<file path="config.mk">
export PLATFORM = sky130hd
export DESIGN_NAME = fad_top
export DESIGN_NICKNAME = d
export VERILOG_FILES = /design/src/rtl/fad_pkg.sv /design/src/rtl/fad_regmem.sv /design/src/rtl/fad_top.sv
export VERILOG_INCLUDE_DIRS = /design/src /design/src/rtl
export SDC_FILE = /design/constraint.sdc
export NUM_CORES = 2
export LEC_CHECK = 0
export BUFFER_PORTS_ARGS = -buffer_cell sky130_fd_sc_hd__buf_2
export CAP_MARGIN = 25
export CORE_MARGIN = 3
export CORE_UTILIZATION = 47
export CTS_CLUSTER_SIZE = 20
export DETAILED_ROUTE_END_ITERATION = 16
export GPL_TIMING_DRIVEN = 0
export PLACE_DENSITY = 0.73
export SLEW_MARGIN = 20
export SYNTH_ARGS = -nofsm -noshare
export SYNTH_HDL_FRONTEND = slang
export SYNTH_MEMORY_MAX_BITS = 65536
export SYNTH_SLANG_ARGS = --single-unit
</file>
<file path="constraint.sdc">
create_clock -name pclk -period 12.5 [get_ports pclk]
set_input_delay 1.875 -clock pclk [delete_from_list [all_inputs] [get_ports pclk]]
set_output_delay 1.875 -clock pclk [all_outputs]
set_load 0.005 [all_outputs]
</file>
<file path="src/rtl/fad_cfg.svh">
`ifndef FAD_CFG_SVH
`define FAD_CFG_SVH
// ==========================================
// Register offsets (byte addresses)
`define FAD_OFF_CTRL 12'h000
`define FAD_OFF_STATUS 12'h004
`define FAD_OFF_FAULT 12'h008
`define FAD_OFF_WARN 12'h00c
`define FAD_OFF_REQ 12'h010
`define FAD_OFF_REQDAT 12'h014
`define FAD_OFF_RSP 12'h018
`define FAD_OFF_DIAG0 12'h01c
`define FAD_OFF_DIAG1 12'h020
`define FAD_OFF_DIAG2 12'h024
`define FAD_OFF_DIAG3 12'h028
`define FAD_OFF_PRM 12'h02c
`define FAD_OFF_PRMSET 12'h030
`define FAD_OFF_OUT 12'h034
`define FAD_OFF_REGADDR 12'h038
`define FAD_OFF_REGDATA 12'h03c
// ==========================================
// Acyclic message constants
`define FAD_SLOT 8'h00
`define FAD_INDEX 8'h2d
`define FAD_CMD_READ 8'h03
`define FAD_CMD_WRITE 8'h06
`define FAD_WR_LEN 8'h05
`define FAD_RD_REQ_LEN 8'h04
// ==========================================
// Diagnostic layout
`define FAD_EXT_DIAG_BIT 3
`define FAD_EXT_HDR 32'h0a810100
`define FAD_FAULT_COMM_LOST 16'h001a
// ==========================================
// Parameter units
`define FAD_CTL_UNIT_MS 10
`define FAD_ILK_UNIT_MS 100
`define FAD_CLK_KHZ 10000
// Cycles per millisecond equal the clock rate in kHz
`define FAD_MS_CYC `FAD_CLK_KHZ
`endif

</file>
<file path="src/rtl/fad_pkg.sv">
package fad_pkg;
  typedef enum logic [1:0] {
    FAD_IDLE,
    FAD_EXEC,
    FAD_DONE
  } fad_state_t;
  typedef enum logic [1:0] {
    FAD_RSP_NONE,
    FAD_RSP_OK,
    FAD_RSP_NEG
  } fad_rsp_t;
endpackage

</file>
<file path="src/rtl/fad_regmem.sv">
`timescale 1ns/10ps
module fad_regmem #(
  parameter int AW = 8
) (
  input wire logic pclk,
  input wire logic we,
  input wire logic [AW-1:0] waddr,
  input wire logic [15:0] wdata,
  input wire logic [AW-1:0] raddr,
  output logic [15:0] rdata
);
  // ==========================================
  // Parameter store, registered read
  logic [15:0] mem [0:(1<<AW)-1];
  always_ff @(posedge pclk) begin
    if (we) begin
      mem[waddr] <= wdata;
    end
    rdata <= mem[raddr];
  end
endmodule

</file>
<file path="src/rtl/fad_top.sv">
// The implementer's own choices: the placing of the registers and the APB interface to the registers.
`timescale 1ns/10ps
`include "fad_cfg.svh"
module fad_top
  import fad_pkg::*;
#(
  parameter int AW = 8
) (
  input wire logic pclk,
  input wire logic presetn,
  input wire logic psel,
  input wire logic penable,
  input wire logic pwrite,
  input wire logic [11:0] paddr,
  input wire logic [31:0] pwdata,
  output logic [31:0] prdata,
  output logic pready,
  output logic pslverr,
  input wire logic [15:0] input_data,
  output logic [15:0] frozen_inputs,
  output logic [15:0] field_outputs,
  output logic ctl_fault_expired,
  output logic interlock_busy
);
  // ==========================================
  // Bus decode
  logic wr_en, mapped;
  assign pready = 1'b1;
  assign wr_en = psel & penable & pwrite;
  always_comb begin
    case (paddr)
      `FAD_OFF_CTRL, `FAD_OFF_STATUS, `FAD_OFF_FAULT, `FAD_OFF_WARN, `FAD_OFF_REQ,
      `FAD_OFF_REQDAT, `FAD_OFF_RSP, `FAD_OFF_DIAG0, `FAD_OFF_DIAG1, `FAD_OFF_DIAG2,
      `FAD_OFF_DIAG3, `FAD_OFF_PRM, `FAD_OFF_PRMSET, `FAD_OFF_OUT, `FAD_OFF_REGADDR,
      `FAD_OFF_REGDATA: mapped = 1'b1;
      default: mapped = 1'b0;
    endcase
  end
  assign pslverr = psel & penable & ~mapped;
  // ==========================================
  // Software-held state
  // ctrl: [0] clear_data, [1] freeze, [2] unfreeze, [3] sync, [4] unsync (strobes)
  logic [15:0] fault_r, fault_nxt;
  logic [31:0] warn_r, warn_nxt;
  logic [31:0] req_r, req_nxt;
  logic [31:0] reqdat_r, reqdat_nxt;
  logic [7:0] wlo_r, wlo_nxt;
  logic go_r, go_nxt, failsafe_r, failsafe_nxt, freeze_r, freeze_nxt;
  logic sync_r, sync_nxt, dl_en_r, dl_en_nxt;
  logic [15:0] ctl_dly_r, ctl_dly_nxt, ilk_r, ilk_nxt;
  logic [15:0] out_stage_r, out_stage_nxt, out_r, out_nxt;
  logic [15:0] in_hold_r, in_hold_nxt, in_s1_r, in_s2_r;
  always_comb begin
    fault_nxt = fault_r;
    warn_nxt = warn_r;
    req_nxt = req_r;
    reqdat_nxt = reqdat_r;
    wlo_nxt = wlo_r;
    go_nxt = 1'b0;
    failsafe_nxt = failsafe_r;
    freeze_nxt = freeze_r;
    sync_nxt = sync_r;
    dl_en_nxt = dl_en_r;
    ctl_dly_nxt = ctl_dly_r;
    ilk_nxt = ilk_r;
    out_stage_nxt = out_stage_r;
    out_nxt = out_r;
    in_hold_nxt = freeze_r ? in_hold_r : in_s2_r;
    if (wr_en) begin
      case (paddr)
        `FAD_OFF_CTRL: begin
          if (pwdata[0]) begin
            failsafe_nxt = 1'b1;
          end
          if (pwdata[1]) begin
            freeze_nxt = 1'b1;
            in_hold_nxt = in_s2_r;
          end
          if (pwdata[2]) begin
            freeze_nxt = 1'b0;
          end
          if (pwdata[3]) begin
            sync_nxt = 1'b1;
            out_nxt = out_stage_r;
          end
          if (pwdata[4]) begin
            sync_nxt = 1'b0;
          end
        end
        `FAD_OFF_FAULT: fault_nxt = pwdata[15:0];
        `FAD_OFF_WARN: warn_nxt = pwdata;
        `FAD_OFF_REQ: req_nxt = pwdata;
        `FAD_OFF_REQDAT: begin
          reqdat_nxt = pwdata;
          go_nxt = 1'b1;
        end
        `FAD_OFF_PRM: dl_en_nxt = pwdata[0];
        `FAD_OFF_REGDATA: wlo_nxt = pwdata[7:0];
        `FAD_OFF_PRMSET: begin
          if (dl_en_r) begin
            ctl_dly_nxt = pwdata[15:0];
            ilk_nxt = pwdata[31:16];
          end
        end
        `FAD_OFF_OUT: begin
          // New cyclic data also leaves fail-safe
          failsafe_nxt = 1'b0;
          out_stage_nxt = pwdata[15:0];
          if (!sync_r) begin
            out_nxt = pwdata[15:0];
          end
        end
        default: ;
      endcase
    end
  end

  always_ff @(posedge pclk or negedge presetn) begin
    if (!presetn) begin
      fault_r <= 16'h0000;
      warn_r <= 32'h0000_0000;
      req_r <= 32'h0000_0000;
      reqdat_r <= 32'h0000_0000;
      wlo_r <= 8'h00;
      go_r <= 1'b0;
      failsafe_r <= 1'b0;
      freeze_r <= 1'b0;
      sync_r <= 1'b0;
      dl_en_r <= 1'b1;
      ctl_dly_r <= 16'h0000;
      ilk_r <= 16'h0000;
      out_stage_r <= 16'h0000;
      out_r <= 16'h0000;
      in_hold_r <= 16'h0000;
      in_s1_r <= 16'h0000;
      in_s2_r <= 16'h0000;
    end else begin
      fault_r <= fault_nxt;
      warn_r <= warn_nxt;
      req_r <= req_nxt;
      reqdat_r <= reqdat_nxt;
      wlo_r <= wlo_nxt;
      go_r <= go_nxt;
      failsafe_r <= failsafe_nxt;
      freeze_r <= freeze_nxt;
      sync_r <= sync_nxt;
      dl_en_r <= dl_en_nxt;
      ctl_dly_r <= ctl_dly_nxt;
      ilk_r <= ilk_nxt;
      out_stage_r <= out_stage_nxt;
      out_r <= out_nxt;
      in_hold_r <= in_hold_nxt;
      in_s1_r <= input_data;
      in_s2_r <= in_s1_r;
    end
  end
  assign frozen_inputs = in_hold_r;
  assign field_outputs = failsafe_r ? 16'h0000 : out_r;

  // ==========================================
  // Acyclic command interpreter
  // REQ: [7:0] slot, [15:8] index, [23:16] length, [24] is_read
  // REQDAT bytes 0..3 ([7:0] first), REGDATA[7:0] byte 4; a REQDAT write starts it
  fad_state_t st_r, st_nxt;
  fad_rsp_t rsp_r, rsp_nxt;
  logic [15:0] addr_r, addr_nxt;
  logic [7:0] cnt_r, cnt_nxt;
  logic [15:0] rdval_r, rdval_nxt;
  logic mem_we;
  logic [15:0] mem_rdata, msg_addr;
  logic [7:0] cmd;
  logic target_ok;
  assign cmd = reqdat_r[7:0];
  assign msg_addr = {reqdat_r[15:8], reqdat_r[23:16]};
  assign target_ok = (req_r[7:0] == `FAD_SLOT) && (req_r[15:8] == `FAD_INDEX);
  always_comb begin
    st_nxt = st_r;
    rsp_nxt = rsp_r;
    addr_nxt = addr_r;
    cnt_nxt = cnt_r;
    rdval_nxt = rdval_r;
    mem_we = 1'b0;
    case (st_r)
      FAD_IDLE: begin
        if (go_r) begin
          rsp_nxt = FAD_RSP_NEG;
          st_nxt = FAD_DONE;
          if (target_ok && req_r[24]) begin
            // Read phase: length must be two bytes per pending register
            if (cnt_r != 8'h00 && req_r[23:16] == {cnt_r[6:0], 1'b0}) begin
              st_nxt = FAD_EXEC;
            end
          end else if (target_ok && cmd == `FAD_CMD_WRITE && req_r[23:16] == `FAD_WR_LEN) begin
            mem_we = 1'b1;
            rsp_nxt = FAD_RSP_OK;
          end else if (target_ok && cmd == `FAD_CMD_READ && req_r[23:16] == `FAD_RD_REQ_LEN) begin
            addr_nxt = msg_addr;
            cnt_nxt = reqdat_r[31:24];
            rsp_nxt = FAD_RSP_OK;
          end
        end
      end
      FAD_EXEC: begin
        rdval_nxt = mem_rdata;
        rsp_nxt = FAD_RSP_OK;
        cnt_nxt = 8'h00;
        st_nxt = FAD_DONE;
      end
      FAD_DONE: st_nxt = FAD_IDLE;
      default: st_nxt = FAD_IDLE;
    endcase
  end

  always_ff @(posedge pclk or negedge presetn) begin
    if (!presetn) begin
      st_r <= FAD_IDLE;
      rsp_r <= FAD_RSP_NONE;
      addr_r <= 16'h0000;
      cnt_r <= 8'h00;
      rdval_r <= 16'h0000;
    end else begin
      st_r <= st_nxt;
      rsp_r <= rsp_nxt;
      addr_r <= addr_nxt;
      cnt_r <= cnt_nxt;
      rdval_r <= rdval_nxt;
    end
  end
  fad_regmem #(.AW(AW)) u_mem (
    .pclk(pclk),
    .we(mem_we),
    .waddr(msg_addr[AW-1:0]),
    .wdata({reqdat_r[31:24], wlo_r}),
    .raddr(addr_r[AW-1:0]),
    .rdata(mem_rdata)
  );

  // ==========================================
  // Diagnostic telegram
  logic [7:0] diag_b [0:15];
  logic fault_on;
  logic [47:0] ext_data;
  assign fault_on = (fault_r != 16'h0000);
  // Data bytes are zero by construction when nothing is active
  assign ext_data = {warn_r, fault_r[15:8], fault_r[7:0]};
  always_comb begin
    for (int i = 0; i < 16; i++) begin
      diag_b[i] = 8'h00;
    end
    diag_b[0][`FAD_EXT_DIAG_BIT] = fault_on;
    for (int i = 0; i < 4; i++) begin
      diag_b[6+i] = 8'(`FAD_EXT_HDR >> (8*(3-i)));
    end
    for (int i = 0; i < 6; i++) begin
      diag_b[10+i] = ext_data[8*i +: 8];
    end
  end

  // ==========================================
  // Parameter timers on a 1 ms tick
  logic [13:0] ms_r, ms_nxt;
  logic [15:0] cf_cnt_r, cf_cnt_nxt;
  logic [23:0] ilk_cnt_r, ilk_cnt_nxt;
  logic tick;
  logic [15:0] out_prev_r;
  assign tick = (ms_r == 14'(`FAD_MS_CYC - 1));
  always_comb begin
    ms_nxt = tick ? 14'h0 : ms_r + 14'h1;
    cf_cnt_nxt = cf_cnt_r;
    ilk_cnt_nxt = ilk_cnt_r;
    if (!fault_on) begin
      cf_cnt_nxt = 16'h0000;
    end else if (tick && cf_cnt_r != 16'hffff) begin
      cf_cnt_nxt = cf_cnt_r + 16'h0001;
    end
    if (out_r[1:0] != out_prev_r[1:0]) begin
      ilk_cnt_nxt = 24'(ilk_r * `FAD_ILK_UNIT_MS);
    end else if (tick && ilk_cnt_r != 24'h0) begin
      ilk_cnt_nxt = ilk_cnt_r - 24'h1;
    end
  end
  always_ff @(posedge pclk or negedge presetn) begin
    if (!presetn) begin
      ms_r <= 14'h0;
      cf_cnt_r <= 16'h0000;
      ilk_cnt_r <= 24'h0;
      out_prev_r <= 16'h0000;
    end else begin
      ms_r <= ms_nxt;
      cf_cnt_r <= cf_cnt_nxt;
      ilk_cnt_r <= ilk_cnt_nxt;
      out_prev_r <= out_r;
    end
  end
  assign ctl_fault_expired = fault_on && (32'(cf_cnt_r) >= 32'(ctl_dly_r) * `FAD_CTL_UNIT_MS);
  assign interlock_busy = (ilk_cnt_r != 24'h0);

  // ==========================================
  // Read mux
  always_comb begin
    case (paddr)
      `FAD_OFF_STATUS: prdata = {24'h0, 1'b0, ctl_fault_expired, interlock_busy,
                                 dl_en_r, sync_r, freeze_r, failsafe_r, fault_on};
      `FAD_OFF_FAULT: prdata = {16'h0, fault_r};
      `FAD_OFF_WARN: prdata = warn_r;
      `FAD_OFF_REQ: prdata = req_r;
      `FAD_OFF_REQDAT: prdata = reqdat_r;
      `FAD_OFF_RSP: prdata = {rdval_r, cnt_r, 4'h0, (st_r != FAD_IDLE), 1'b0, rsp_r};
      `FAD_OFF_DIAG0: prdata = {diag_b[0], diag_b[1], diag_b[2], diag_b[3]};
      `FAD_OFF_DIAG1: prdata = {diag_b[4], diag_b[5], diag_b[6], diag_b[7]};
      `FAD_OFF_DIAG2: prdata = {diag_b[8], diag_b[9], diag_b[10], diag_b[11]};
      `FAD_OFF_DIAG3: prdata = {diag_b[12], diag_b[13], diag_b[14], diag_b[15]};
      `FAD_OFF_PRM: prdata = {31'h0, dl_en_r};
      `FAD_OFF_PRMSET: prdata = {ilk_r, ctl_dly_r};
      `FAD_OFF_OUT: prdata = {out_stage_r, field_outputs};
      `FAD_OFF_REGADDR: prdata = {16'h0, addr_r};
      `FAD_OFF_REGDATA: prdata = {24'h0, wlo_r};
      default: prdata = 32'h0000_0000;
    endcase
  end
endmodule

</file>
==> impl_metrics.yaml <==
status:
  status: "completed"
worst_setup_path:
  crit_fanout: 10
  crit_chain: "buf_4, buf_2, buf_1, clkbuf_1, clkbuf_1, a22oi_1, and3_1, o211ai_1, buf_2"
  slowest_delay_ns: 0.90
  crit_arrival_ns: 5.73
  worstReg2RegStart: "addr_r[1]"
  ff2ff_setup_slack_ns: 5.98
  r2r_cells: 10
  cp-endpoint: "prdata[1]"
  r2r-end: "u_mem.rdata[10]"
  worstSetupPathType: "reg -> out"
  crit_path_end_kind: "output port"
  startpoint: "addr_r[1]"
  worst_ep_required_time_ns: 10.62
  cp_slowest_cell: "clkbuf_1"
  worstSetupStartpointType: "register"
yosys:
  syn_nets: 8351
  async_flop_share_pct: 7.57
  syn_area_per_cell_um2: 21.3
  synth_mux_area_share_pct: 17.7
  yosys_most_used_dff: "edfxtp_1"
  synth-warning-count: 0
  synth_xor_area_share_pct: 0.371
  ys_types: 66
  synthAdderAreaFrac_pct: 0.848
  ys_ff_latch: 4449
  synth_top_family_by_area: "multiplexers"
  synth_cells: 8175
  synth_simple_gate_area_share_pct: 2.42
  synth_area_um2: 174000
  synth-compound-area-share_pct: 1.91
  synth_edf_count: 4096
  seq_area_frac_synth_pct: 75.5
power_and_ir_drop:
  swShare_pct: 19.7
  switchingPower_mw: 5.78
  power_leakage_nw: 53.2
  power_mw: 29.3
  irDropWorstVdd_mv: 0.153
  powerDensity_nw_per_um2: 145
  p_comb_share_pct: 0.3
  p_seq_share_pct: 54.8
  clockPowerShare_pct: 45.0
  internal_power_mw: 23.5
global_routing:
  track_usage_pct: 28.3
  grt-ovfl-total: 0
  grt_pass1_wl_mm: 747
  grt_max_degree: 100
  grt_pass1_vias: 92482
  antenna_found_initial: 35
cts:
  cts.path.max_buffers: 4
  numCtsBuffers: 431
  cts_tree: "done"
  cts.clk_slew.worst_paths_ns: 0.06
  post_cts_buffers: 0
  post_cts_resized: 0
  cts_sinks: 4449
  h-tree-depth: 5
  clk_latency_ns: 1.01
  cts_hold_buf: 0
  clock-root-buffer: "clkbuf_16"
final_layout:
  fin_area_um2: 202000
  area_delta_synth_final_pct: 15.6
  drive_above_1_share_pct: 30.7
  fillCellCount: 26847
  final_util_pct: 54.6
  layout.nets: 9198
  seq_area_um2: 132000
  multi_input_area_um2: 41900
die:
  initial_core_util_pct: 47.2
  die_area_um2: 379000
  chipWidth_um: 615
  boundaryPins: 133
  coreArea_um2: 369000
  die_y_um: 615
  rows: 223
place:
  hpwl_mm: 365
  port_buffers: 127
  placed_cell_area_um2: 187000
  place_congestion: 0.989
detailed_routing:
  wl_per_cell_um: 37.9
  dr.pass1.iters: 9
  viasPerCell: 6.60
  drtIter0Drc: 15736
  drt_drc_violations_left: 0
  num_vias: 94640
  wl_mm: 543
  drtAntennaViolNets: 0
timing:
  tns_ns: 0
  fmax_ghz: 0.132
  maxSlewViolCount: 0
  maxSlewHeadroom_pct: 6.42
  post-route-period-util_pct: 60.8
  tightest_slew_ns: 1.39
  hold_violations: 0
  layout_min_cycle_time_ns: 7.60
  hold_slack_ns: 0.348
  rsz0062_at_grt: "false"
  fin_skew_ns: 0.0627
  finalSetupViolations: 0
job:
  maxCapViolCount: 0
hold_path:
  hp-class: "reg -> reg"
[cells in the final DEF (no fill, tap or decap), types with 118 or more instances in the layout]
master     instances
nor2_2           139
mux2_2           189
clkbuf_1         263
a22oi_1          165
mux2i_1          350
buf_2            258
mux4_2          1120
dfrtp_1          320
clkbuf_16        435
nand2_1          144
buf_6            118
nor2_4           118
nor2_1           120
edfxtp_1        4096
[power groups by stage]
stage          combinational (mW)  clock, mW  sequential (mW)
6_report                   0.0773       13.2             16.0
3_5_place_dp               0.0770          0             16.3
2_1_floorplan             0.00964          0             16.3
3_3_place_gp               0.0638          0             16.4
5_1_grt                    0.0830       13.8             16.0
4_1_cts                    0.0771       13.2             16.0
[worst max-delay path, delay by kind of cell, from the launching register on]
family,cells,cell delay (ns)
compound gates,2,0.58
simple gates,1,0.29
buf+inv,6,3.51
flops,1,0.33
[through the flow]
stage          instances  worst slack (ns)
3_3_place_gp       13252              2.19
5_1_grt            14333              4.79
4_1_cts            14316              5.03
6_report           14345              4.90
3_5_place_dp       13524              5.13
2_1_floorplan       8175              6.68
[synth_stat cells, drive strengths merged (9+ instances only)]
master  number  share of area (%)
edfxtp    4096                 70
mux4      1120                 14
nor2       377               0.81
mux2i      352                2.0
dfrtp      336                4.8
clkbuf     235               0.51
buf        207               0.57
mux2       190                1.2
a22oi      165               0.71
nand2      148               0.32
ha          99               0.71
inv         74               0.16
nand3       67               0.19
o21ai       64               0.18
nor2b       60               0.22
nor3        59               0.17
a21oi       58               0.17
nor4        49               0.18
nand4       42               0.15
a222oi      39               0.22
xnor2       37               0.19
xor2        37               0.19
o22ai       34               0.12
a221oi      25               0.13
a22o        25               0.13
dfxtp       16               0.18
or3         16              0.060
nand2b      14              0.050
fa          12               0.14
or2         12              0.043
and3        11              0.039
and4         9              0.045
[worst min path at each step]
stage	startpoint	endpoint	slack [ns]	cells after the start
detailed placement	in_s1_r[11]	in_s2_r[11]	0.34	0
global route	in_s1_r[12]	in_s2_r[12]	0.35	0
finish	in_s1_r[11]	in_s2_r[11]	0.35	0
global placement	in_s1_r[13]	in_s2_r[13]	0.33	0
floorplan	in_s1_r[0]	in_s2_r[0]	0.33	0
CTS	in_s1_r[12]	in_s2_r[12]	0.35	0
[routing by layer]
layer	GRT usage (%)	share of wire [%]	up-vias
met5	0.619	0.095	-
met1	36.0	34	49332
met2	42.8	45	7851
li1	-	-	35850
met3	10.1	14	1579
met4	15.2	6.7	28
[registers in the layout (all words and copies together) (netlist names), 14 cells and up]
signal and cells:
in_s1_r 16, ilk_cnt_r 24, u_mem.rdata 16, fault_r 16, warn_r 32, ms_r 14, ctl_dly_r 16, u_mem.mem 4096
out_stage_r 16, out_r 16, req_r 32, cf_cnt_r 16, addr_r 16, reqdat_r 32, rdval_r 16, frozen_inputs 16
in_s2_r 16, ilk_r 16
[cells by family after synthesis]
kind of cell	count (synthesis)
flip-flops	4449
multiplexers	1662
AND/OR/NAND/NOR	896
buffers and inverters	516
AO/OA/AOI/OAI	466
adder cells (fa/ha/maj)	111
XOR/XNOR	74
other	1
[final cells by class]
cell class	instances	area share, %
Inverter	74	0.138
Clock inverter	264	1.40
Timing Repair Buffer	414	2.68
Clock buffer	528	5.61
Buffer	442	0.982
Antenna cell	14	0.0174
Multi-Input combinational cell	3210	20.8
Sequential cell	4449	65.3
Tap cell	4950	3.07
Note: power is estimated with default switching activity, not from simulation.
